`src/ssr_pkg.sv`:
```
// Constants, register map and state carrier of the synchronous serial receiver.
// Assumes a 50 MHz system clock and a plain one-cycle register port.
package ssr_pkg;

  ////////////////////////////////////////////////////////////////////////////
  // Register port
  localparam int unsigned ADDR_W = 8;
  localparam int unsigned DATA_W = 32;
  localparam logic [7:0] OFS_CTRL = 8'h00;
  localparam logic [7:0] OFS_BAUD = 8'h04;
  localparam logic [7:0] OFS_DATA = 8'h08;

  ////////////////////////////////////////////////////////////////////////////
  // Control word field positions
  localparam int unsigned B_SERIAL_PORT_ENABLE = 0;
  localparam int unsigned B_SYNC = 1;
  localparam int unsigned B_MASTER = 2;
  localparam int unsigned B_SINGLE_RECEIVE_ENABLE = 3;
  localparam int unsigned B_CONTINUOUS_RECEIVE_ENABLE = 4;
  localparam int unsigned B_NINE = 5;
  localparam int unsigned B_RIE = 6;
  localparam int unsigned B_HIGH_BAUD_SELECT = 7;
  localparam int unsigned B_WIDE = 8;
  localparam int unsigned B_OVR = 9;
  localparam int unsigned B_NINTH = 10;
  localparam int unsigned B_FLAG = 11;

  ////////////////////////////////////////////////////////////////////////////
  // Character and buffer figures, reset values
  localparam logic [3:0] BITS_SHORT = 4'h8;
  localparam logic [3:0] BITS_LONG = 4'h9;
  localparam logic [1:0] FIFO_DEPTH = 2'h2;
  localparam logic [15:0] BAUD_RST = 16'h0000;
  localparam logic [8:0] CHAR_RST = 9'h000;

  ////////////////////////////////////////////////////////////////////////////
  // Types
  typedef enum logic [1:0] {
    SSR_IDLE = 2'b01,
    SSR_SHIFT = 2'b10
  } ssr_state_t;

  typedef struct packed {
    logic serial_port_enable;
    logic sync;
    logic master;
    logic single_receive_enable;
    logic continuous_receive_enable;
    logic nine;
    logic rie;
    logic high_baud_select;
    logic wide;
    logic [15:0] baud;
    logic [1:0][8:0] fifo;
    logic [1:0] count;
    logic [8:0] shreg;
    logic [3:0] bitcnt;
    logic clk_out;
    logic [15:0] div;
    logic ovr;
    logic ovr_cont;
    logic slv_prev;
    logic [31:0] rdata;
    ssr_state_t state;
  } ssr_regs_t;

  typedef struct packed {
    logic ff1;
    logic ff2;
    logic ff3;
    logic level;
  } ssr_sync_t;

endpackage

```
`src/ssr_receiver.sv`:
```
// Synchronous serial receiver: master or slave clocking, two-character FIFO,
// overrun handling, nine-bit characters, plain register port.
// Assumes data_line and clock_line arrive asynchronously from the link.
//
// Decided for this implementation: the register addresses and the address-and-strobe port.
`timescale 1ns/100ps

// How it works
// - As master receiver the data line output driver stays off.
// - Reception starts when single or continuous receive enable is set.
// - Single receive: one character of clocks, then single enable self-clears.
// - Continuous receive: clocks keep running until continuous enable clears or an overrun is flagged.
// - Dropping the enable mid-character stops clock and discards partial character.
// - Both enables set: single clears after first character, continuous continues.
// - Data line sampled on each trailing clock edge into shift register.
// - Completed character sets receive flag and enters two-deep FIFO.
// - Data register read returns low eight bits of oldest character.
// - Receive flag stays set while the FIFO holds unread characters.
// - As slave the clock comes from the line; clock driver stays off.
// - Sender changes data on leading edge; one bit per clock cycle.
// - A third complete character with full FIFO sets the overrun flag.
// - On overrun FIFO contents are kept; no more characters accepted.
// - Overrun in single mode clears on a data register read.
// - Overrun in continuous mode clears by dropping continuous or port enable.
// - Nine-bit enable shifts nine bits per character instead of eight.
// - Ninth bit output shows bit eight of the oldest character.
// - Interrupt request raised while receive flag and its enable are set.
module ssr_receiver (
  input wire logic clk_i,
  input wire logic rst_n_i,
  input wire logic [ssr_pkg::ADDR_W-1:0] addr_i,
  input wire logic [ssr_pkg::DATA_W-1:0] wdata_i,
  input wire logic wr_i,
  input wire logic rd_i,
  output logic [ssr_pkg::DATA_W-1:0] rdata_o,
  input wire logic data_line_i,
  output logic data_line_o,
  output logic data_line_oe_o,
  input wire logic clock_line_i,
  output logic clock_line_o,
  output logic clock_line_oe_o,
  output logic receive_flag_o,
  output logic received_ninth_bit_o,
  output logic overrun_error_flag_o,
  output logic irq_o
);

  ////////////////////////////////////////////////////////////////////////////
  // Pin synchronisers

  logic data_s;
  logic clk_s;

  ssr_sync3 u_sync_data (
    .clk_i(clk_i),
    .rst_n_i(rst_n_i),
    .async_i(data_line_i),
    .level_o(data_s)
  );

  ssr_sync3 u_sync_clk (
    .clk_i(clk_i),
    .rst_n_i(rst_n_i),
    .async_i(clock_line_i),
    .level_o(clk_s)
  );

  ////////////////////////////////////////////////////////////////////////////
  // State

  ssr_pkg::ssr_regs_t q, d;
  logic run;
  logic sample;
  logic char_done;
  logic data_rd;
  logic [3:0] nbits;
  logic [15:0] lim;
  logic [8:0] sh;
  logic [8:0] chr;

  ////////////////////////////////////////////////////////////////////////////
  // Next state

  always_comb begin
    d = q;
    d.rdata = '0;
    sample = 1'b0;
    char_done = 1'b0;
    sh = q.shreg;
    chr = ssr_pkg::CHAR_RST;
    data_rd = rd_i && (addr_i == ssr_pkg::OFS_DATA);

    // Register writes
    if (wr_i && addr_i == ssr_pkg::OFS_CTRL) begin
      d.serial_port_enable = wdata_i[ssr_pkg::B_SERIAL_PORT_ENABLE];
      d.sync = wdata_i[ssr_pkg::B_SYNC];
      d.master = wdata_i[ssr_pkg::B_MASTER];
      d.single_receive_enable = wdata_i[ssr_pkg::B_SINGLE_RECEIVE_ENABLE];
      d.continuous_receive_enable = wdata_i[ssr_pkg::B_CONTINUOUS_RECEIVE_ENABLE];
      d.nine = wdata_i[ssr_pkg::B_NINE];
      d.rie = wdata_i[ssr_pkg::B_RIE];
      d.high_baud_select = wdata_i[ssr_pkg::B_HIGH_BAUD_SELECT];
      d.wide = wdata_i[ssr_pkg::B_WIDE];
    end
    if (wr_i && addr_i == ssr_pkg::OFS_BAUD) begin
      d.baud = wdata_i[15:0];
    end

    // Register reads
    if (rd_i && addr_i == ssr_pkg::OFS_CTRL) begin
      d.rdata[ssr_pkg::B_SERIAL_PORT_ENABLE] = q.serial_port_enable;
      d.rdata[ssr_pkg::B_SYNC] = q.sync;
      d.rdata[ssr_pkg::B_MASTER] = q.master;
      d.rdata[ssr_pkg::B_SINGLE_RECEIVE_ENABLE] = q.single_receive_enable;
      d.rdata[ssr_pkg::B_CONTINUOUS_RECEIVE_ENABLE] = q.continuous_receive_enable;
      d.rdata[ssr_pkg::B_NINE] = q.nine;
      d.rdata[ssr_pkg::B_RIE] = q.rie;
      d.rdata[ssr_pkg::B_HIGH_BAUD_SELECT] = q.high_baud_select;
      d.rdata[ssr_pkg::B_WIDE] = q.wide;
      d.rdata[ssr_pkg::B_OVR] = q.ovr;
      d.rdata[ssr_pkg::B_NINTH] = q.fifo[0][8];
      d.rdata[ssr_pkg::B_FLAG] = (q.count != 2'h0);
    end
    if (rd_i && addr_i == ssr_pkg::OFS_BAUD) begin
      d.rdata[15:0] = q.baud;
    end
    if (data_rd) begin
      d.rdata[7:0] = q.fifo[0][7:0];
      if (q.count != 2'h0) begin
        d.fifo[0] = q.fifo[1];
        d.fifo[1] = ssr_pkg::CHAR_RST;
        d.count = q.count - 2'h1;
      end
      if (q.ovr && !q.ovr_cont) begin
        d.ovr = 1'b0;
      end
    end
    if (q.ovr && q.ovr_cont && !d.continuous_receive_enable) begin
      d.ovr = 1'b0;
    end

    // Link side
    nbits = d.nine ? ssr_pkg::BITS_LONG : ssr_pkg::BITS_SHORT;
    lim = q.wide ? q.baud : {8'h00, q.baud[7:0]};
    run = d.serial_port_enable && d.sync && (d.single_receive_enable || d.continuous_receive_enable) && !d.ovr;
    d.slv_prev = clk_s;

    if (!run) begin
      // Partial character dropped, clock parked low
      d.state = ssr_pkg::SSR_IDLE;
      d.clk_out = 1'b0;
      d.div = '0;
      d.bitcnt = '0;
    end else if (q.master) begin
      unique case (q.state)
        ssr_pkg::SSR_IDLE: begin
          d.state = ssr_pkg::SSR_SHIFT;
          d.div = '0;
          d.clk_out = 1'b0;
        end
        ssr_pkg::SSR_SHIFT: begin
          if (q.div >= lim) begin
            d.div = '0;
            d.clk_out = !q.clk_out;
            sample = q.clk_out;
          end else begin
            d.div = q.div + 16'h0001;
          end
        end
      endcase
    end else begin
      d.state = ssr_pkg::SSR_IDLE;
      d.clk_out = 1'b0;
      sample = q.slv_prev && !clk_s;
    end

    if (sample) begin
      sh[q.bitcnt] = data_s;
      d.shreg = sh;
      if (q.bitcnt >= nbits - 4'h1) begin
        char_done = 1'b1;
        d.bitcnt = '0;
        chr = d.nine ? sh : {1'b0, sh[7:0]};
      end else begin
        d.bitcnt = q.bitcnt + 4'h1;
      end
    end

    if (char_done) begin
      if (d.count == ssr_pkg::FIFO_DEPTH) begin
        d.ovr = 1'b1;
        d.ovr_cont = d.continuous_receive_enable;
      end else begin
        d.fifo[d.count[0]] = chr;
        d.count = d.count + 2'h1;
      end
      if (d.single_receive_enable) begin
        d.single_receive_enable = 1'b0;
      end
      if (!d.continuous_receive_enable) begin
        d.state = ssr_pkg::SSR_IDLE;
        d.clk_out = 1'b0;
        d.div = '0;
      end
    end

    // Port enable clear resets the receive path
    if (!d.serial_port_enable) begin
      d.count = '0;
      d.fifo = '0;
      d.ovr = 1'b0;
      d.ovr_cont = 1'b0;
      d.bitcnt = '0;
      d.shreg = '0;
      d.state = ssr_pkg::SSR_IDLE;
      d.clk_out = 1'b0;
      d.div = '0;
    end
  end

  ////////////////////////////////////////////////////////////////////////////
  // Registers

  always_ff @(posedge clk_i) begin
    if (!rst_n_i) begin
      q <= '0;
      q.baud <= ssr_pkg::BAUD_RST;
      q.state <= ssr_pkg::SSR_IDLE;
    end else begin
      q <= d;
    end
  end

  ////////////////////////////////////////////////////////////////////////////
  // Outputs

  assign rdata_o = q.rdata;
  assign data_line_o = 1'b0;
  assign data_line_oe_o = 1'b0;
  assign clock_line_o = q.clk_out;
  assign clock_line_oe_o = q.serial_port_enable && q.sync && q.master;
  assign receive_flag_o = (q.count != 2'h0);
  assign received_ninth_bit_o = q.fifo[0][8];
  assign overrun_error_flag_o = q.ovr;
  assign irq_o = receive_flag_o && q.rie;
endmodule // ssr_receiver

```
`src/ssr_sync3.sv`:
```
// Three-stage input synchroniser with agreement filter.
// Assumes the input is asynchronous to clk_i.
`timescale 1ns/100ps

module ssr_sync3 (
  input wire logic clk_i,
  input wire logic rst_n_i,
  input wire logic async_i,
  output logic level_o
);

  ssr_pkg::ssr_sync_t q, d;

  always_comb begin
    d = q;
    d.ff1 = async_i;
    d.ff2 = q.ff1;
    d.ff3 = q.ff2;
    // Change accepted only when stages two and three agree
    if (q.ff2 == q.ff3) begin
      d.level = q.ff3;
    end
  end

  always_ff @(posedge clk_i) begin
    if (!rst_n_i) begin
      q <= '0;
    end else begin
      q <= d;
    end
  end

  assign level_o = q.level;

endmodule // ssr_sync3

```
`config.mk`:
```
export PLATFORM = sky130hd
export DESIGN_NAME = ssr_receiver
export DESIGN_NICKNAME = d
export VERILOG_FILES = /design/src/ssr_pkg.sv /design/src/ssr_receiver.sv /design/src/ssr_sync3.sv
export SDC_FILE = /design/constraint.sdc
export NUM_CORES = 1
export LEC_CHECK = 0
export BUFFER_PORTS_ARGS = -buffer_cell sky130_fd_sc_hd__buf_2
export CAP_MARGIN = 20
export CELL_PAD_IN_SITES_DETAIL_PLACEMENT = 0
export CELL_PAD_IN_SITES_GLOBAL_PLACEMENT = 2
export CORE_ASPECT_RATIO = 1.5
export CORE_MARGIN = 2
export CORE_UTILIZATION = 31
export CTS_CLUSTER_SIZE = 40
export DETAILED_ROUTE_END_ITERATION = 16
export PLACE_DENSITY = 0.72
export RECOVER_POWER = 25
export SLEW_MARGIN = 10
export SYNTH_ARGS = -nofsm -noshare
export SYNTH_HDL_FRONTEND = slang
export SYNTH_SLANG_ARGS = --single-unit
```
`constraint.sdc`:
```
create_clock -name clk_i -period 4.17 [get_ports clk_i]
set_clock_uncertainty 0.15 [all_clocks]
set_input_delay 0.834 -clock clk_i [delete_from_list [all_inputs] [get_ports clk_i]]
set_output_delay 0.834 -clock clk_i [all_outputs]
set_load 0.005 [all_outputs]
```
==> impl_metrics.yaml, run 1 <==
setup_path:
  cp.required_ps: 4250
  cp_max_fo: 10
  reg2reg_slack_ps: 690
  worstSetupStartpointType: "flip-flop"
  path_class: "reg -> reg"
  critPathCaptureType: "flip-flop"
  crit_arrival_ps: 3560
timing:
  setup_violations: 0
  fin_crit_ps: 3478
  tightest_slew_ps: 1686
  post-route-period-util_pct: 83.41
  hold_viol: 0
  timing.setup.tns_ps: 0
  max_freq_ghz: 0.2875
  slew_viol_final: 39
  maxSlewHeadroom_pct: -12.40
  rsz0062_at_grt: "false"
layout:
  synthToLayoutAreaGrowth_pct: 9.860
  drive_gt1_share_pct: 18.22
  antenna_cells: 0
  n_fill_cell: 1848
  stdcell_count: 877
  final_util_pct: 34.81
  fin_nets: 733
clock_tree:
  root_buffer: "clkbuf_16"
  post_cts_buffers: 0
  h-tree-depth: 3
  cts_tree: "built"
  cts_resized: 0
  ctsHoldBuffers: 0
  clk_latency_ps: 360
  numCtsBuffers: 9
  cts.clk_slew.worst_paths_ps: 70
  clockBufferDepth: 2
  cts.sinks: 104
synth:
  synth_warnings: 0
  synth_cells: 636
  ys_seq_area_share_pct: 37.72
  synth_cell_type_count: 57
  synth_edf_count: 0
  synthFlopType: "dfxtp_1"
  synth_seq_cells: 104
  syn_avg_cell_area_um2: 8.680
  async_flop_share_pct: 0
  synth_area_um2: 5520
route:
  dr.pass1.iters: 10
  drc: 1
  met3WireLength_um: 445
  vias: 4497
  topRoutingLayerUsed: "met4"
  routedWlPerCell_um: 16.53
  vias_per_cell: 5.128
  wl_mm: 14.50
  drtIter0Drc: 155
  dr_wl_met2_mm: 7.670
  ant_nets: 0
  drt-met1-wl_mm: 5.967
floorplan:
  die_y_um: 167.4
  ioPinCount: 86
  dieWidth_um: 113.0
  dieArea_um2: 18910
  start_util_pct: 31.69
  rows: 59
  core_area_um2: 17420
outcome:
  outcome: "finished with violations"
  violations: "design-rule violations, max-capacitance violations, max-slew violations"
global_routing:
  grt_pass1_vias: 4400
  grt_use_total_pct: 15.49
  grt_overflow: 0
  grt_max_degree: 39
  grt_pass1_wl_mm: 22.94
  antenna_found_initial: 0
pwr:
  pwr-share-seq_pct: 53.0
  p_int_w: 0.001428
  power_density_nw_per_um2: 310.0
  ir_drop_uv: 210.0
  swShare_pct: 24.03
  leakagePower_nw: 2.576
  combPwrFrac_pct: 2.5
  p_sw_w: 0.0004518
  p_total_w: 0.001880
  p_clk_share_pct: 44.6
hold_path:
  hold_path.class: "reg -> reg"
run:
  drv_cap: 1
placed_design:
  gp_congestion: 0.7781
  port_buffers: 51
  hpwl_mm: 10.97
  place_inst: 861
## final timing paths
path | start | to | cells after the start
worst max-delay path | q[103]$_SDFFE_PN0N_ | q[75]$_SDFF_PN0_ | 12
worst min-delay path | u_sync_clk.d[2]$_SDFF_PN0_ | u_sync_clk.d[1]$_SDFF_PN0_ | 1
worst max register to register | q[103]$_SDFFE_PN0N_ | q[75]$_SDFF_PN0_ | 12
worst min register to register | u_sync_clk.d[2]$_SDFF_PN0_ | u_sync_clk.d[1]$_SDFF_PN0_ | 1
## cell families (layout without fill, tap and decap cells)
| family | count (synthesis) | count (layout) | synth area share, % |
|---|---|---|---|
| other cells | 1 | 18 | 0.06793 |
| simple gates | 262 | 262 | 23.46 |
| fa+ha+maj | 28 | 28 | 6.346 |
| flops | 104 | 104 | 37.72 |
| mux | 70 | 70 | 13.33 |
| buf+inv | 86 | 97 | 8.726 |
| compound gates | 85 | 85 | 10.36 |
## state kept, by name, indices dropped and copies added (netlist names)
name and count:
u_sync_clk.q 1, q 77, rdata_o 16, clock_line_o 1, u_sync_data.d 2, u_sync_clk.d 2
overrun_error_flag_o 1, u_sync_data.q 1, u_sync_data.level_o 1, u_sync_clk.level_o 1, received_ninth_bit_o 1
## area by class of cell
class | count | area (um^2) | area share (%)
clock buffer | 9 | 225.2 | 3.714
clock inverter | 7 | 62.56 | 1.032
inverter | 17 | 63.81 | 1.052
multi-input combinational | 463 | 3020 | 49.80
sequential | 104 | 2082 | 34.33
tap | 213 | 266.5 | 4.394
timing repair buffer | 64 | 344.1 | 5.674
## per-layer routing
| layer | vias to the layer above | track usage, % |
|---|---|---|
| met1 | 2144 | 17.43 |
| met5 | - | 0 |
| met2 | 86 | 28.65 |
| met4 | 0 | 6.416 |
| li1 | 2243 | - |
| met3 | 24 | 2.461 |
## worst max-delay path, stage by stage, from the launching register on
cell      delay (ps)
dfxtp_1          540
nand2_1          100
ha_1             300
nand4_1          120
nor3b_1          230
o31ai_1          150
a221o_1          340
nand2_1           80
ha_1             180
a32o_1           360
and4_4           290
nand3b_2         300
mux2i_1          210
## power groups by stage
stage               clock [W]  combinational, W  sequential, W
floorplan                   0         0.0000339        0.00102
global placement            0         0.0000461        0.00102
detailed placement          0         0.0000466        0.00102
CTS                  0.000862         0.0000467       0.000996
global route         0.000907         0.0000511       0.000996
finish               0.000838         0.0000461       0.000996
## synth_stat cells, types with 2 or more instances
master,instances,share of area [%]
nand2b_1,2,0.23
buf_1,2,0.14
o211ai_1,3,0.41
nor3_1,18,1.6
nand3b_1,2,0.27
ha_1,28,6.3
or3_1,2,0.23
buf_4,36,4.9
nand2_1,74,5.0
and3_1,16,1.8
nor3b_1,2,0.27
inv_1,17,1.2
nor4_1,4,0.45
dfxtp_1,104,38
or4b_1,2,0.36
nor4b_1,3,0.48
buf_6,3,0.61
and2_1,9,1.0
o21ai_0,15,1.4
a31oi_1,8,0.91
nand3_1,27,2.4
or2_2,2,0.23
a31o_2,10,1.6
mux2_2,24,4.9
clkbuf_1,27,1.8
nor2_2,2,0.23
mux2i_1,45,8.2
a21oi_1,22,2.0
o31ai_1,2,0.27
a21o_1,2,0.27
a22oi_1,12,1.6
nor2b_1,4,0.45
nand4_1,16,1.8
and4_1,3,0.48
nor2_1,66,4.5
## stage by stage
stage          setup WS [ps]  hold slack, ps  area [um^2]
2_1_floorplan          180.4           261.9         5584
5_1_grt                375.5           321.6         6065
3_3_place_gp           403.5           273.8         5786
3_5_place_dp           385.0           268.7         5786
4_1_cts                667.5           286.5         6073
6_report               691.8           283.6         6065
## layout by cell type, fill, tap and decap left out, types with 3 or more instances in the layout
cell | synthesis | routed
nor2b_1 | 4 | 4
inv_6 | 0 | 3
clkbuf_1 | 27 | 5
a22oi_1 | 12 | 12
buf_4 | 36 | 12
conb_1 | 1 | 18
nor3_1 | 18 | 18
mux2_2 | 24 | 24
clkbuf_16 | 0 | 9
dfxtp_1 | 104 | 104
nand2_1 | 74 | 74
buf_2 | 1 | 47
and2_1 | 9 | 5
and3_1 | 16 | 16
and2_0 | 0 | 4
nor2_1 | 66 | 66
inv_1 | 17 | 17
nor4_1 | 4 | 4
o21ai_0 | 15 | 15
nand4_1 | 16 | 16
a31oi_1 | 8 | 8
a21oi_1 | 22 | 22
o211ai_1 | 3 | 3
and4_1 | 3 | 3
nor4b_1 | 3 | 3
nand3_1 | 27 | 27
ha_1 | 28 | 28
mux2i_1 | 45 | 45
a31o_2 | 10 | 10
Power figures use the tool's default switching activity.
==> run 2: changes to the inputs <==
==> constraint.sdc (replaced) <==
create_clock -name clk_i -period 3.15 [get_ports clk_i]
set_clock_uncertainty 0.15 [all_clocks]
set_input_delay 0.63 -clock clk_i [delete_from_list [all_inputs] [get_ports clk_i]]
set_output_delay 0.63 -clock clk_i [all_outputs]
set_load 0.005 [all_outputs]
==> run 2 against run 1 <==
  * The flow still finishes with violations (design-rule violations, max-capacitance violations, max-slew violations)
  * Routed wire length rose by 5.3%
  * Final cell count up 4.2%
  * Worst setup slack lost 640 ps
  * Die area did not move
  * Flip-flop and latch count is the same
  * Non-clock buffer count is 36 higher
  * Total power up 33%
  * Critical path depth did not move
  * Clock power is 34% higher
  * Combinational power rose by 50%
  * Utilization grew 2.6 points
  * Design area is 7.4% higher
  * Critical endpoint is now q[44]$_SDFF_PN0_
==> impl_metrics.yaml, run 2 (synthesis results as in run 1) <==
outcome:
  outcome: "finished with violations"
  violations: "design-rule violations, max-capacitance violations, max-slew violations"
floorplan:
  ioPinCount: 86
  rows: 59
  die_y_um: 167.4
  core_area_um2: 17420
  start_util_pct: 31.69
  dieWidth_um: 113.0
  dieArea_um2: 18910
global_routing:
  grt_pass1_wl_mm: 24.07
  grt_overflow: 0
  antenna_found_initial: 0
  grt_max_degree: 39
  grt_pass1_vias: 4520
  grt_use_total_pct: 16.31
clock_tree:
  clk_latency_ps: 360
  cts.clk_slew.worst_paths_ps: 70
  cts_tree: "built"
  numCtsBuffers: 9
  h-tree-depth: 3
  ctsHoldBuffers: 0
  clockBufferDepth: 2
  cts.sinks: 104
  root_buffer: "clkbuf_16"
pwr:
  leakagePower_nw: 2.760
  ir_drop_uv: 187.1
  p_total_w: 0.002510
  power_density_nw_per_um2: 385.4
layout:
  antenna_cells: 0
  fin_nets: 770
  final_cell_mix: "102 x dfxtp_1, 74 x nand2_1, 64 x nor2_1, 44 x mux2i_1"
  multi_input_area_um2: 3142
  n_fill_cell: 1813
  layout_commonest_cell: "dfxtp_1"
  synthToLayoutAreaGrowth_pct: 17.97
  ff_latch_area_um2: 2085
  drive_gt1_share_pct: 25.25
  regMostFlops: "q"
  largest_reg_flops: 77
  fin_area_um2: 6513
timing:
  setup_violations: 0
  fin_crit_ps: 3097
  max_freq_ghz: 0.3229
  post-route-period-util_pct: 98.31
  tightest_slew_ps: 1682
  maxSlewHeadroom_pct: -12.16
  whs_ps: 290.4
  slew_viol_final: 39
  hold_viol: 0
setup_path:
  path_cells: "buf_2 > or4_4 > nor3_4 > mux2i_2 > buf_4 > ha_1 > a21oi_2 > o21ai_2 > buf_4 > a41o_4 > buf_12 > a31oi_1"
  worstSetupStartpointType: "input port"
  cpMostUsedCell: "buf_4"
  critPathSlowestCell: "or4_4"
  path_class: "in -> reg"
  cpPeakStageDelay_ps: 570
  cp_max_fo: 17
  crit_arrival_ps: 3230
  crit_family: "simple AND/OR/NAND/NOR gates"
  cp.required_ps: 3280
  critPathCaptureType: "flip-flop"
  crit_buf_inv: 4
route:
  drc: 2
  vias_per_cell: 5.059
  vias: 4624
  ant_nets: 0
  wl_mm: 15.27
  routedWlPerCell_um: 16.71
  dr.pass1.iters: 10
  drtIter0Drc: 232
placed_design:
  port_buffers: 51
  post_dp_cell_area_um2: 6131
  gp_congestion: 0.8352
  hpwl_mm: 11.38
run:
  drv_cap: 1
hold_path:
  hold_path.class: "reg -> reg"
[run 2: worst reg2reg max path: stages (launching register included)]
cell and delay (ps):
dfxtp_2 370, nand2_1 70, ha_1 320, nand4_1 150, nor3b_1 220, o31ai_1 130, a221o_1 350, nand2_1 80
ha_1 180, a32o_2 220, and4_4 260, buf_6 120, mux2_4 290, nor2_2 70
[run 2: where the power goes]
part           leakage (nW)   total, W  internal (W)  switching, W
sequential            0.839    0.00132       0.00132    0.00000160
clock                 0.134    0.00112      0.000570      0.000552
combinational          1.79  0.0000693     0.0000262     0.0000432
total                  2.76    0.00251       0.00191      0.000597
[run 2: cell type report]
cell class,instances,area share (%)
Clock buffer,10,3.670
Clock inverter,6,0.7877
Inverter,17,0.9798
Multi-Input combinational cell,464,48.24
Sequential cell,104,32.01
Tap cell,213,4.092
Timing Repair Buffer,100,10.22
[run 2: per-layer routing]
metal / global-route usage (%) / vias to the layer above / wire length (um)
met4: 5.302 / 0 / 238
met5: 0 / - / 0
met2: 30.04 / 66 / 8331
li1: - / 2312 / -
met1: 19.04 / 2231 / 6348
met3: 2.642 / 15 / 351
[run 2: worst paths after layout]
check	start	endpoint	slack, ps	cells after the start
worst max-delay path	addr_i[6]	q[44]$_SDFF_PN0_	50	12
worst min-delay path	u_sync_data.d[2]$_SDFF_PN0_	u_sync_data.d[1]$_SDFF_PN0_	290	1
worst max register to register	q[103]$_SDFFE_PN0N_	q[68]$_SDFF_PN0_	120	13
worst min register to register	u_sync_data.d[2]$_SDFF_PN0_	u_sync_data.d[1]$_SDFF_PN0_	290	1
[run 2: what timing repair did]
| action | CTS | global route |
|---|---|---|
| setup endpoints to repair | 5 | 35 |
| pin swaps | 0 | 6 |
| cloned | 0 | 1 |
| gates resized for setup | 2 | 15 |
| buffers inserted | 0 | 3 |
[run 2: stage by stage]
| stage | worst slack, ps | TNS, ps | utilization, % | cells |
|---|---|---|---|---|
| final | 53.29 | 0 | 37.38 | 914 |
| after global routing | -12.39 | -15.44 | 37.38 | 914 |
| after CTS | 20.13 | 0 | 36.91 | 910 |
| after detailed placement | -321.8 | -11080 | 35.19 | 894 |
| after global placement | -273.1 | -9367 | 35.19 | 894 |
| after floorplan | -450.5 | -12600 | - | 653 |
==> run 3: changes to the inputs <==
--- a/config.mk
+++ b/config.mk
@@ -11,10 +11,11 @@
 export CELL_PAD_IN_SITES_GLOBAL_PLACEMENT = 2
 export CORE_ASPECT_RATIO = 1.5
 export CORE_MARGIN = 2
-export CORE_UTILIZATION = 31
+export CORE_UTILIZATION = 32
+export CTS_BUF_LIST = sky130_fd_sc_hd__clkbuf_4
 export CTS_CLUSTER_SIZE = 40
 export DETAILED_ROUTE_END_ITERATION = 16
-export PLACE_DENSITY = 0.72
+export PLACE_DENSITY = 0.74
 export RECOVER_POWER = 25
 export SLEW_MARGIN = 10
 export SYNTH_ARGS = -nofsm -noshare
==> run 3 against run 2 <==
  * The flow finishes with violations (max-capacitance violations, max-slew violations)
  * Sequential share of layout area grew 0.87 points
  * Critical path depth rose by 1
  * Count of clock-buffer cells in the layout unchanged
  * Total power is 13% lower
  * Design area fell by 2.6%
  * Clock power is 29% lower
  * Critical path type is now reg -> reg
  * Largest power group unchanged
==> impl_metrics.yaml, run 3 (synthesis results as in run 1) <==
clock_tree:
  cts.sinks: 104
  clk_latency_ps: 480
  cts.clk_slew.worst_paths_ps: 160
  numCtsBuffers: 9
  cts_tree: "built"
  ctsHoldBuffers: 0
  h-tree-depth: 3
  root_buffer: "clkbuf_4"
  clockBufferDepth: 2
run:
  drv_cap: 1
route:
  drtIter0Drc: 151
  vias_per_cell: 5.116
  routedWlPerCell_um: 16.27
  ant_nets: 0
  dr.pass1.iters: 4
  vias: 4650
  drc: 0
  wl_mm: 14.79
layout:
  multi_input_area_um2: 3124
  largest_reg_flops: 77
  layout_commonest_cell: "dfxtp_1"
  synthToLayoutAreaGrowth_pct: 14.94
  ff_latch_area_um2: 2086
  regMostFlops: "q"
  n_fill_cell: 1767
  drive_gt1_share_pct: 24.50
  final_util_pct: 37.69
  stdcell_count: 909
  final_cell_mix: "101 x dfxtp_1, 74 x nand2_1, 64 x nor2_1, 44 x mux2i_1, 42 x buf_4"
  fin_nets: 768
timing:
  slew_viol_final: 39
  max_freq_ghz: 0.3305
  rsz0062_at_grt: "true"
  post-route-period-util_pct: 96.04
  maxSlewHeadroom_pct: -13.41
  fin_crit_ps: 3025
  whs_ps: 190.6
  tightest_slew_ps: 1701
  hold_viol: 0
  fin_ws_ps: 124.7
  setup_violations: 0
global_routing:
  grt_max_degree: 39
  antenna_found_initial: 1
  grt_use_total_pct: 16.37
  grt_pass1_vias: 4470
  grt_overflow: 0
  grt_pass1_wl_mm: 23.34
setup_path:
  worstSetupStartpointType: "flip-flop"
  crit_family: "compound AO/OA/AOI/OAI gates"
  path_cells: "nand2_1 > ha_1 > a21o_1 > a21oi_2 > nor4b_4 > a221o_1 > nand2_1 > ha_2 > a32o_2 > buf_4 > a41o_2 > buf_12 > a31oi_1"
  crit_buf_inv: 2
  cp.required_ps: 3420
  path_class: "reg -> reg"
  cp_max_fo: 17
  critPathSlowestCell: "dfxtp_2"
  cpPeakStageDelay_ps: 380
  critPathCaptureType: "flip-flop"
  cpMostUsedCell: "nand2_1"
  crit_arrival_ps: 3290
floorplan:
  dieArea_um2: 18340
  start_util_pct: 32.79
  rows: 58
  ioPinCount: 86
  dieWidth_um: 111.2
  die_y_um: 164.9
  core_area_um2: 16840
placed_design:
  place_inst: 892
  hpwl_mm: 11.21
  place_ws_ps: -379.1
  port_buffers: 51
  gp_congestion: 0.8459
hold_path:
  hold_path.class: "in -> reg"
pwr:
  leakagePower_nw: 2.715
  p_total_w: 0.002181
  ir_drop_uv: 237.9
  power_density_nw_per_um2: 343.7
outcome:
  violations: "max-capacitance violations, max-slew violations"
  outcome: "finished with violations"
[run 3: where the power goes]
part | leakage (nW) | total (W) | internal [W] | switching, W
logic | 1.79 | 0.0000696 | 0.0000262 | 0.0000434
clock network | 0.0845 | 0.000790 | 0.000329 | 0.000461
registers | 0.840 | 0.00132 | 0.00132 | 0.00000155
[run 3: area by class of cell]
class / count / area share [%]
Antenna cell: 1 / 0.03944
Clock inverter: 5 / 1.282
Multi-Input combinational cell: 463 / 49.24
Tap cell: 210 / 4.141
Clock buffer: 10 / 1.183
Sequential cell: 104 / 32.87
Timing Repair Buffer: 99 / 10.23
Inverter: 17 / 1.006
[run 3: repair_timing]
action,in CTS,in global routing
cloned,0,0
pin swaps,0,4
resized for setup,1,16
setup buffers,0,1
setup endpoints to repair,3,47
[run 3: through the flow]
| stage | setup TNS (ps) | area [um^2] |
|---|---|---|
| after global placement | -9572 | 6135 |
| after floorplan | -12600 | 5657 |
| after detailed placement | -11780 | 6135 |
| after global routing | -541.1 | 6345 |
| final | 0 | 6345 |
| after CTS | 0 | 6292 |
[run 3: layer usage]
metal / global-route usage (%) / vias up / part of all wire, %
met5: 0 / - / 0
met4: 6.902 / 0 / 2.8
met3: 3.009 / 24 / 2.6
met2: 30.93 / 77 / 53
met1: 17.87 / 2245 / 42
li1: - / 2304 / -
[run 3: worst paths after layout]
path                                      end                   startpoint  depth (start not counted)  slack, ps
hold reg to reg   u_sync_data.d[1]$_SDFF_PN0_  u_sync_data.d[2]$_SDFF_PN0_                          1        310
hold / removal     u_sync_clk.d[2]$_SDFF_PN0_                 clock_line_i                          2        190
setup / recovery             q[47]$_SDFF_PN0_          q[103]$_SDFFE_PN0N_                         13        120
setup reg to reg             q[47]$_SDFF_PN0_          q[103]$_SDFFE_PN0N_                         13        120
[run 3: worst reg2reg max path: cells and delay by family (launching register included)]
| family | cells | cell delay (ps) |
|---|---|---|
| AND/OR/NAND/NOR | 3 | 350 |
| buffers and inverters | 2 | 330 |
| adder cells (fa/ha/maj) | 2 | 480 |
| AO/OA/AOI/OAI | 6 | 1270 |
| flip-flops | 1 | 380 |
